[src/logic/rtc_consts.svh]
`ifndef RTC_CONSTS_SVH
`define RTC_CONSTS_SVH
// Register pointer values.
`define RTC_OFS_CTRL1 4'h0
`define RTC_OFS_SECONDS 4'h2
// Field positions in the first control register.
`define RTC_BIT_TEST 7
`define RTC_BIT_HOLD 5
`define RTC_BIT_PERMIT 3
// Reset values.
`define RTC_TEST_RST 1'b0
`define RTC_HOLD_RST 1'b0
`define RTC_PERMIT_RST 1'b1
`define RTC_SECONDS_RST 8'h00
`define RTC_BYTE_RST 8'h00
// Counts.
`define RTC_BYTE_BITS 4'h8
`define RTC_PRESC_FIRST 6'h1F
`define RTC_SECONDS_MAX 8'h3B
// Timing.
`define RTC_CLK_MHZ 100
`define RTC_POR_TIME_US 2000
`define RTC_POR_CYCLES (`RTC_POR_TIME_US * `RTC_CLK_MHZ)
`endif

[src/logic/rtc_pkg.sv]
package rtc_pkg;

	// Serial slave states.
	typedef enum logic [3:0]
	{
		ST_IDLE = 4'h0,
		ST_ADDR = 4'h1,
		ST_ADDR_ACK = 4'h2,
		ST_PTR = 4'h3,
		ST_PTR_ACK = 4'h4,
		ST_WR = 4'h5,
		ST_WR_ACK = 4'h6,
		ST_RD = 4'h7,
		ST_RD_ACK = 4'h8
	} rtc_state_e;

	// One register byte.
	typedef logic [7:0] rtc_byte_t;

endpackage

[src/logic/rtc_i2c_slave_test_logic.sv]
`timescale 1ns/100ps
`include "rtc_consts.svh"

module rtc_i2c_slave_test_logic
	import rtc_pkg::*;
#(
	parameter logic [6:0] SLAVE_ADDR = 7'h2A, // Arbitrary value.
	parameter int POR_CYCLES = `RTC_POR_CYCLES
)
(
	input wire logic core_clk_i,
	input wire logic srst_i,
	input wire logic scl_i,
	input wire logic sda_i,
	output logic sda_o,
	output logic sda_oe_o,
	input wire logic clock_output_pin_i,
	output logic clock_output_pin_o,
	output logic clock_output_pin_oe_o,
	input wire logic int_tick_i,
	input wire logic override_seq_i,
	output logic sec_inc_o,
	output logic por_active_o,
	output logic override_mode_o,
	output logic external_tick_mode_o
);

	localparam int POR_W = $clog2(POR_CYCLES + 1);
	localparam logic [POR_W-1:0] POR_LAST = POR_W'(POR_CYCLES - 1);

	// -----------------------------------------------------------------
	// Input synchronisers
	// -----------------------------------------------------------------

	// Two stages for each pin, then one more stage for edge finding.
	logic scl_meta_reg, scl_sync_reg, scl_prev_reg;
	logic sda_meta_reg, sda_sync_reg, sda_prev_reg;
	logic ck_meta_reg, ck_sync_reg, ck_prev_reg;
	logic ovr_meta_reg, ovr_sync_reg, ovr_prev_reg;

	// Logic reads the second and third stages, never the first.
	always_ff @(posedge core_clk_i)
	begin
		scl_meta_reg <= scl_i;
		scl_sync_reg <= scl_meta_reg;
		scl_prev_reg <= scl_sync_reg;
		sda_meta_reg <= sda_i;
		sda_sync_reg <= sda_meta_reg;
		sda_prev_reg <= sda_sync_reg;
		ck_meta_reg <= clock_output_pin_i;
		ck_sync_reg <= ck_meta_reg;
		ck_prev_reg <= ck_sync_reg;
		ovr_meta_reg <= override_seq_i;
		ovr_sync_reg <= ovr_meta_reg;
		ovr_prev_reg <= ovr_sync_reg;
	end

	// Bus edges and conditions.
	wire scl_rise = scl_sync_reg & ~scl_prev_reg;
	wire scl_fall = ~scl_sync_reg & scl_prev_reg;
	wire scl_high = scl_sync_reg & scl_prev_reg;
	wire start_det = scl_high & sda_prev_reg & ~sda_sync_reg;
	wire stop_det = scl_high & ~sda_prev_reg & sda_sync_reg;
	wire ck_rise = ck_sync_reg & ~ck_prev_reg;
	wire ovr_rise = ovr_sync_reg & ~ovr_prev_reg;

	// -----------------------------------------------------------------
	// State declarations
	// -----------------------------------------------------------------

	rtc_state_e state_reg, state_next; // Slave sequencer.
	logic [3:0] cnt_reg, cnt_next; // Bits of the current byte.
	rtc_byte_t shift_reg, shift_next; // Receive and transmit shifter.
	logic [3:0] ptr_reg, ptr_next; // Register pointer.
	logic rw_reg, rw_next; // Set for a read transfer.
	logic nack_reg, nack_next; // Master answer to a read byte.
	logic sda_o_reg, sda_o_next; // Data line level.
	logic sda_oe_reg, sda_oe_next; // Data line drive.
	logic test_reg, test_next; // External tick mode.
	logic hold_reg, hold_next; // Pre-scaler hold.
	logic permit_reg, permit_next; // Override permit.
	rtc_byte_t sec_reg, sec_next; // Seconds count.
	rtc_byte_t mem_reg [16]; // Plain storage for other pointers.
	logic [5:0] presc_reg, presc_next; // Pre-scaler chain.
	logic sec_inc_reg, sec_inc_next; // One-second pulse.
	logic [POR_W-1:0] por_cnt_reg; // Power-up reset timer.
	logic por_active_reg; // Power-up reset in force.
	logic ovr_mode_reg; // Override mode entered.
	logic ck_o_reg; // Clock pin drive level.
	logic ck_oe_reg; // Clock pin drive enable.

	// -----------------------------------------------------------------
	// Register access decode
	// -----------------------------------------------------------------

	// A write lands when the last data bit is in, on the next clock fall.
	wire byte_end = scl_fall & (cnt_reg == `RTC_BYTE_BITS);
	wire bit_in = scl_rise & (cnt_reg != `RTC_BYTE_BITS);
	wire wr_stb = (state_reg == ST_WR) & byte_end;
	wire wr_ctrl = wr_stb & (ptr_reg == `RTC_OFS_CTRL1);
	wire wr_sec = wr_stb & (ptr_reg == `RTC_OFS_SECONDS);
	wire rx_state = (state_reg == ST_ADDR) | (state_reg == ST_PTR) | (state_reg == ST_WR);
	wire addr_hit = (shift_reg[7:1] == SLAVE_ADDR) & ~por_active_reg;

	// Read view of the control register; unused bits read zero.
	wire rtc_byte_t ctrl_rd = {test_reg, 1'b0, hold_reg, 1'b0, permit_reg, 3'b000};
	wire is_ctrl = (ptr_reg == `RTC_OFS_CTRL1);
	wire is_sec = (ptr_reg == `RTC_OFS_SECONDS);
	wire rtc_byte_t rd_data = is_ctrl ? ctrl_rd : (is_sec ? sec_reg : mem_reg[ptr_reg]);

	// Tick source and pre-scaler terms.
	// tick source select
	wire tick = test_reg ? ck_rise : int_tick_i;
	wire presc_wrap = tick & ~hold_reg & (presc_reg == `RTC_PRESC_FIRST);
	wire sec_top = (sec_reg == `RTC_SECONDS_MAX);
	wire ovr_enter = ovr_rise & permit_reg & ~ovr_mode_reg;

	// -----------------------------------------------------------------
	// Serial slave sequencer
	// -----------------------------------------------------------------

	// The slave only samples the clock line and never drives it.
	// slave only
	always_comb
	begin
		state_next = state_reg;
		cnt_next = cnt_reg;
		shift_next = shift_reg;
		ptr_next = ptr_reg;
		rw_next = rw_reg;
		nack_next = nack_reg;
		sda_o_next = sda_o_reg;
		sda_oe_next = sda_oe_reg;
		if (stop_det)
		begin
			// A stop always frees the line and ends the transfer.
			state_next = ST_IDLE;
			sda_o_next = 1'b1;
			sda_oe_next = 1'b0;
		end
		else if (start_det)
		begin
			state_next = ST_ADDR;
			cnt_next = 4'h0;
			sda_o_next = 1'b1;
			sda_oe_next = 1'b0;
		end
		else if (rx_state & bit_in)
		begin
			shift_next = {shift_reg[6:0], sda_sync_reg};
			cnt_next = cnt_reg + 4'h1;
		end
		else
		begin
			case (state_reg)
				ST_IDLE:
				begin
					// Waiting for a start; the line stays released.
					sda_oe_next = 1'b0;
				end
				ST_ADDR:
				begin
					if (byte_end)
					begin
						cnt_next = 4'h0;
						// A foreign address, or one during power-up reset, is ignored.
						if (addr_hit)
						begin
							rw_next = shift_reg[0];
							state_next = ST_ADDR_ACK;
							sda_o_next = 1'b0;
							sda_oe_next = 1'b1;
						end
						else
						begin
							state_next = ST_IDLE;
						end
					end
				end
				ST_PTR:
				begin
					if (byte_end)
					begin
						ptr_next = shift_reg[3:0];
						cnt_next = 4'h0;
						state_next = ST_PTR_ACK;
						sda_o_next = 1'b0;
						sda_oe_next = 1'b1;
					end
				end
				ST_WR:
				begin
					if (byte_end)
					begin
						ptr_next = ptr_reg + 4'h1;
						cnt_next = 4'h0;
						state_next = ST_WR_ACK;
						sda_o_next = 1'b0;
						sda_oe_next = 1'b1;
					end
				end
				ST_ADDR_ACK, ST_RD_ACK:
				begin
					if (scl_rise & (state_reg == ST_RD_ACK))
					begin
						nack_next = sda_sync_reg;
					end
					else if (scl_fall)
					begin
						cnt_next = 4'h1;
						if ((state_reg == ST_ADDR_ACK) & ~rw_reg)
						begin
							state_next = ST_PTR;
							cnt_next = 4'h0;
							sda_o_next = 1'b1;
							sda_oe_next = 1'b0;
						end
						else if ((state_reg == ST_RD_ACK) & nack_reg)
						begin
							state_next = ST_IDLE;
							sda_o_next = 1'b1;
							sda_oe_next = 1'b0;
						end
						else
						begin
							// First bit out right away; a one is a released line.
							state_next = ST_RD;
							shift_next = {rd_data[6:0], 1'b0};
							sda_o_next = rd_data[7];
							sda_oe_next = ~rd_data[7];
						end
					end
				end
				ST_PTR_ACK, ST_WR_ACK:
				begin
					if (scl_fall)
					begin
						state_next = ST_WR;
						sda_o_next = 1'b1;
						sda_oe_next = 1'b0;
					end
				end
				ST_RD:
				begin
					if (scl_fall & (cnt_reg != `RTC_BYTE_BITS))
					begin
						sda_o_next = shift_reg[7];
						sda_oe_next = ~shift_reg[7];
						shift_next = {shift_reg[6:0], 1'b0};
						cnt_next = cnt_reg + 4'h1;
					end
					else if (byte_end)
					begin
						ptr_next = ptr_reg + 4'h1;
						cnt_next = 4'h0;
						nack_next = 1'b1;
						state_next = ST_RD_ACK;
						sda_o_next = 1'b1;
						sda_oe_next = 1'b0;
					end
				end
				default:
				begin
					state_next = ST_IDLE;
					sda_oe_next = 1'b0;
				end
			endcase
		end
	end

	// -----------------------------------------------------------------
	// Control, seconds and pre-scaler next values
	// -----------------------------------------------------------------

	assign test_next = wr_ctrl ? shift_reg[`RTC_BIT_TEST] : test_reg;
	assign hold_next = wr_ctrl ? shift_reg[`RTC_BIT_HOLD] : hold_reg;
	assign permit_next = wr_ctrl ? shift_reg[`RTC_BIT_PERMIT] : permit_reg;
	// A load from the bus wins over a tick in the same cycle.
	assign sec_next = wr_sec ? shift_reg : (sec_inc_reg ? (sec_top ? `RTC_SECONDS_RST : sec_reg + 8'h01) : sec_reg);
	assign presc_next = hold_reg ? 6'h00 : (tick ? presc_reg + 6'h01 : presc_reg);
	assign sec_inc_next = presc_wrap;

	// -----------------------------------------------------------------
	// Registers
	// -----------------------------------------------------------------

	// Sequencer and line drive.
	always_ff @(posedge core_clk_i)
	begin
		if (srst_i)
		begin
			state_reg <= ST_IDLE;
			cnt_reg <= 4'h0;
			shift_reg <= `RTC_BYTE_RST;
			ptr_reg <= 4'h0;
			rw_reg <= 1'b0;
			nack_reg <= 1'b1;
			sda_o_reg <= 1'b1;
			sda_oe_reg <= 1'b0;
		end
		else
		begin
			state_reg <= state_next;
			cnt_reg <= cnt_next;
			shift_reg <= shift_next;
			ptr_reg <= ptr_next;
			rw_reg <= rw_next;
			nack_reg <= nack_next;
			sda_o_reg <= sda_o_next;
			sda_oe_reg <= sda_oe_next;
		end
	end

	// Control bits, seconds and pre-scaler.
	always_ff @(posedge core_clk_i)
	begin
		if (srst_i)
		begin
			test_reg <= `RTC_TEST_RST;
			hold_reg <= `RTC_HOLD_RST;
			permit_reg <= `RTC_PERMIT_RST;
			sec_reg <= `RTC_SECONDS_RST;
			presc_reg <= 6'h00;
			sec_inc_reg <= 1'b0;
		end
		else
		begin
			test_reg <= test_next;
			hold_reg <= hold_next;
			permit_reg <= permit_next;
			sec_reg <= sec_next;
			presc_reg <= presc_next;
			sec_inc_reg <= sec_inc_next;
		end
	end

	// Plain storage for pointers without behaviour of their own.
	always_ff @(posedge core_clk_i)
	begin
		for (int i = 0; i < 16; i++)
		begin
			if (srst_i)
				mem_reg[i] <= `RTC_BYTE_RST;
			else if (wr_stb & (ptr_reg == 4'(i)))
				mem_reg[i] <= shift_reg;
		end
	end

	// Power-up reset timer; the override cuts it short at once.
	always_ff @(posedge core_clk_i)
	begin
		if (srst_i)
		begin
			por_cnt_reg <= '0;
			por_active_reg <= 1'b1;
		end
		else if (ovr_enter)
			por_active_reg <= 1'b0;
		else if (por_active_reg)
		begin
			por_cnt_reg <= por_cnt_reg + POR_W'(1);
			por_active_reg <= (por_cnt_reg != POR_LAST);
		end
	end

	// Override mode flag; the bus write that clears the permit ends it.
	always_ff @(posedge core_clk_i)
	begin
		if (srst_i)
			ovr_mode_reg <= 1'b0;
		else if (ovr_enter)
			ovr_mode_reg <= 1'b1;
		else if (wr_ctrl & ~shift_reg[`RTC_BIT_PERMIT])
			ovr_mode_reg <= 1'b0;
	end

	// In normal mode the pin carries the tick divided by two.
	// pin becomes input
	always_ff @(posedge core_clk_i)
	begin
		if (srst_i)
		begin
			ck_o_reg <= 1'b0;
			ck_oe_reg <= 1'b1;
		end
		else
		begin
			ck_o_reg <= presc_reg[0];
			ck_oe_reg <= ~test_next;
		end
	end

	// -----------------------------------------------------------------
	// Outputs
	// -----------------------------------------------------------------

	assign sda_o = sda_o_reg;
	assign sda_oe_o = sda_oe_reg;
	assign clock_output_pin_o = ck_o_reg;
	assign clock_output_pin_oe_o = ck_oe_reg;
	assign sec_inc_o = sec_inc_reg;
	assign por_active_o = por_active_reg;
	assign override_mode_o = ovr_mode_reg;
	assign external_tick_mode_o = test_reg;

endmodule

[config.mk]
export PLATFORM = sky130hd
export DESIGN_NAME = rtc_i2c_slave_test_logic
export DESIGN_NICKNAME = d
export VERILOG_FILES = /design/src/logic/rtc_pkg.sv /design/src/logic/rtc_i2c_slave_test_logic.sv
export VERILOG_INCLUDE_DIRS = /design/src /design/src/logic
export SDC_FILE = /design/constraint.sdc
export NUM_CORES = 1
export LEC_CHECK = 0
export BUFFER_PORTS_ARGS = -buffer_cell sky130_fd_sc_hd__buf_2
export CAP_MARGIN = 20
export CORE_MARGIN = 5
export CORE_UTILIZATION = 50
export DETAILED_ROUTE_END_ITERATION = 10
export PLACE_DENSITY_LB_ADDON = 0.1
export SETUP_SLACK_MARGIN = 0.3
export SYNTH_ARGS = -nofsm -noshare
export SYNTH_HDL_FRONTEND = slang
export SYNTH_SLANG_ARGS = --single-unit
export TNS_END_PERCENT = 20
[constraint.sdc]
create_clock -name core_clk_i -period 2.57 [get_ports core_clk_i]
set_input_delay 0.257 -clock core_clk_i [delete_from_list [all_inputs] [get_ports core_clk_i]]
set_output_delay 0.257 -clock core_clk_i [all_outputs]
set_load 0.01 [all_outputs]
==> results.yml <==
place:
  place_ws_ns: 0.151
  port_buffers: 14
  gp_congestion: 0.931
  place_hpwl_um: 18300
timing:
  max_freq_mhz: 440
  rsz0062_at_grt: "true"
  relSlewSlack: 0.547
  fin_tns_setup_ns: 0
  finClkSkew_ns: 0.00925
  holdWs_ns: 0.237
  period_minus_slack_ns: 2.27
  setup_violations: 0
  tightest_slew_ns: 0.674
  post-route-period-util: 0.884
  maxSlewViolCount: 0
  final-hold-violation-count: 0
  setup_ws_ns: 0.297
pwr:
  p_leak_nw: 3.81
  sw_frac_of_total: 0.214
  combPwrFrac: 0.041
  p_sw_mw: 1.56
  p_seq_frac: 0.506
  powerDensity_nw_per_um2: 651
  ir_drop_uv: 581
  pwr-share-clk: 0.452
  p_int_mw: 5.73
layout:
  post-route-util: 0.578
  layout-drive-gt1-share: 0.171
  diodes: 0
  area_growth_pct: 14.0
  fillCellCount: 1693
  nNetsFinal: 969
  largest_reg_flops: 128
job:
  maxCapViolCount: 0
worst_setup_path:
  critPathKind: "flop to flop"
  start_kind: "flop"
  arrival_ns: 2.45
  ff2ff_path_depth: 7
  r2r_slack_ns: 0.30
  crit_required_ns: 2.75
  rr_endpoint: "mem_reg[0][0]$_SDFFCE_PN0P_"
  path_max_fanout: 10
  cp-end-kind: "flop"
  r2r-start: "cnt_reg[0]$_SDFFE_PP0P_"
hold_path:
  hold_start: "srst_i"
  holdCritPathClass: "input pin to flop"
  min_path_cells: 3
  holdPathEnd: "permit_reg$_SDFFE_PP1P_"
synth:
  synth_area_leaders: "edfxtp_1, dfxtp_1, nor2_1"
  yosys.area.top_type: "edfxtp_1"
  synth-seq-cells: 208
  synth_cells: 912
  synth_nets: 928
  yosysTopAreaCellShare: 0.391
  syn-cell-area_um2: 9840
  async_reset_ff_frac: 0
  ys_types: 77
  synth_edf_count: 128
  yosysSeqAreaShare: 0.553
  synth_warnings: 0
  syn_avg_cell_area_um2: 10.8
  ys.flop_type: "edfxtp_1"
global_route:
  grt_usage: 0.234
  grt_max_degree: 42
  grt_first_pass_wirelength_um: 40700
  gr-total-overflow: 0
  antenna_found_initial: 0
  first_global_vias: 7130
clock_tree:
  clock-sinks: 208
  cts_tree: "done"
  worstSkewPairLatency_ns: 0.51
  cts_buffers: 23
  cts_root_buf: "clkbuf_16"
  htreeDepth: 1
  cts_buffer_depth: 3
  clk_pin_slew_ns: 0.06
route:
  antenna_left: 0
  num_vias: 7303
  vias_per_cell: 5.91
  detail_route.wirelength_um: 25700
  wl_per_cell_um: 20.8
  first_pass_iters: 5
  drc: 0
  drt-initial-drc-count: 750
die:
  ios: 15
  die_w_um: 150
  start_util: 0.507
  rows: 51
  core_um2: 19400
  die_h_um: 150
  dieArea_um2: 22600
status:
  outcome: "completed"
## power groups by stage
stage	registers, mW	logic [mW]	clock network, mW
after floorplan	3.74	0.201	0
after global placement	3.76	0.282	0
after detailed placement	3.76	0.290	0
after CTS	3.70	0.296	3.34
after global routing	3.70	0.329	3.49
final	3.69	0.300	3.30
## cell type report
| class | count | area, µm² | share of cell area |
|---|---|---|---|
| Inverter | 13 | 48.8 | 0.00435 |
| Clock buffer | 31 | 658 | 0.0587 |
| Clock inverter | 11 | 105 | 0.00937 |
| Sequential cell | 208 | 5450 | 0.486 |
| Tap cell | 265 | 332 | 0.0296 |
| Multi-Input combinational cell | 638 | 4130 | 0.368 |
| Timing Repair Buffer | 69 | 493 | 0.0440 |
## synth_stat cells (all sizes together) (12+ instances only)
library cell,n
o21ai,18
clkbuf,29
mux2i,31
nor2b,16
inv,12
and3,12
nand2,88
nand3,26
edfxtp,128
dfxtp,80
nand4,17
nor2,169
a21oi,35
mux4,19
and2,19
xnor2,15
buf,24
nor3,17
## metrics by stage
stage                     power, mW  std cells  cell area, µm²
final                          7.30       1235           11200
after global routing           7.52       1235           11200
after CTS                      7.33       1234           11200
after detailed placement       4.05       1186           10400
after global placement         4.04       1186           10400
after floorplan                3.94        912            9840
## routing by layer
| metal | GRT usage | part of all wire |
|---|---|---|
| met5 | 0 | 0 |
| met4 | 0.0787 | 0.035 |
| met3 | 0.0443 | 0.083 |
| met2 | 0.352 | 0.44 |
| met1 | 0.341 | 0.44 |
## how the worst max path moves through the flow
stage                                        from                            to  cells past startpoint
after floorplan           cnt_reg[0]$_SDFFE_PP0P_   mem_reg[8][0]$_SDFFCE_PN0P_                      7
after global placement    cnt_reg[0]$_SDFFE_PP0P_                          flop                      7
after detailed placement  cnt_reg[0]$_SDFFE_PP0P_                          flop                      7
after CTS                 cnt_reg[0]$_SDFFE_PP0P_  mem_reg[15][4]$_SDFFCE_PN0P_                      7
after global routing      cnt_reg[0]$_SDFFE_PP0P_   mem_reg[0][5]$_SDFFCE_PN0P_                      7
final                     cnt_reg[0]$_SDFFE_PP0P_   mem_reg[0][0]$_SDFFCE_PN0P_                      7
## cell families (layout without fill, tap and decap cells)
kind of cell	count (synthesis)	after routing	share of synthesized area
AND/OR/NAND/NOR	415	415	0.208
flip-flops	208	208	0.553
AO/OA/AOI/OAI	137	137	0.0970
buffers and inverters	66	124	0.0304
multiplexers	54	54	0.0796
XOR/XNOR	23	23	0.0205
adder cells (fa/ha/maj)	9	9	0.0114
## layout by cell type, fill, tap and decap left out, drive strengths merged, types with 12 or more instances in the layout
cell | Yosys | layout
nor2 | 169 | 169
edfxtp | 128 | 128
nand2 | 88 | 88
dfxtp | 80 | 80
buf | 24 | 65
a21oi | 35 | 35
mux2i | 31 | 31
clkbuf | 29 | 31
nand3 | 26 | 26
and2 | 19 | 19
mux4 | 19 | 19
o21ai | 18 | 18
nor3 | 17 | 17
nand4 | 17 | 17
nor2b | 16 | 16
xnor2 | 15 | 15
inv | 12 | 13
and3 | 12 | 12
## critical path, cell delays in order (launching register included)
cell and delay (ns):
dfxtp_1 0.36, inv_1 0.07, ha_1 0.21, nand3b_4 0.17, nor4_4 0.39, buf_4 0.22
nand3_2 0.18, nand2_1 0.34
## timing repair
item	CTS	global route
buffers inserted	2	1
hold endpoints to repair	4	0
hold buffers	4	0
setup endpoints to repair	98	146
pin swaps	0	1
resized for setup	5	9
Note: power is estimated with default switching activity, not from simulation.
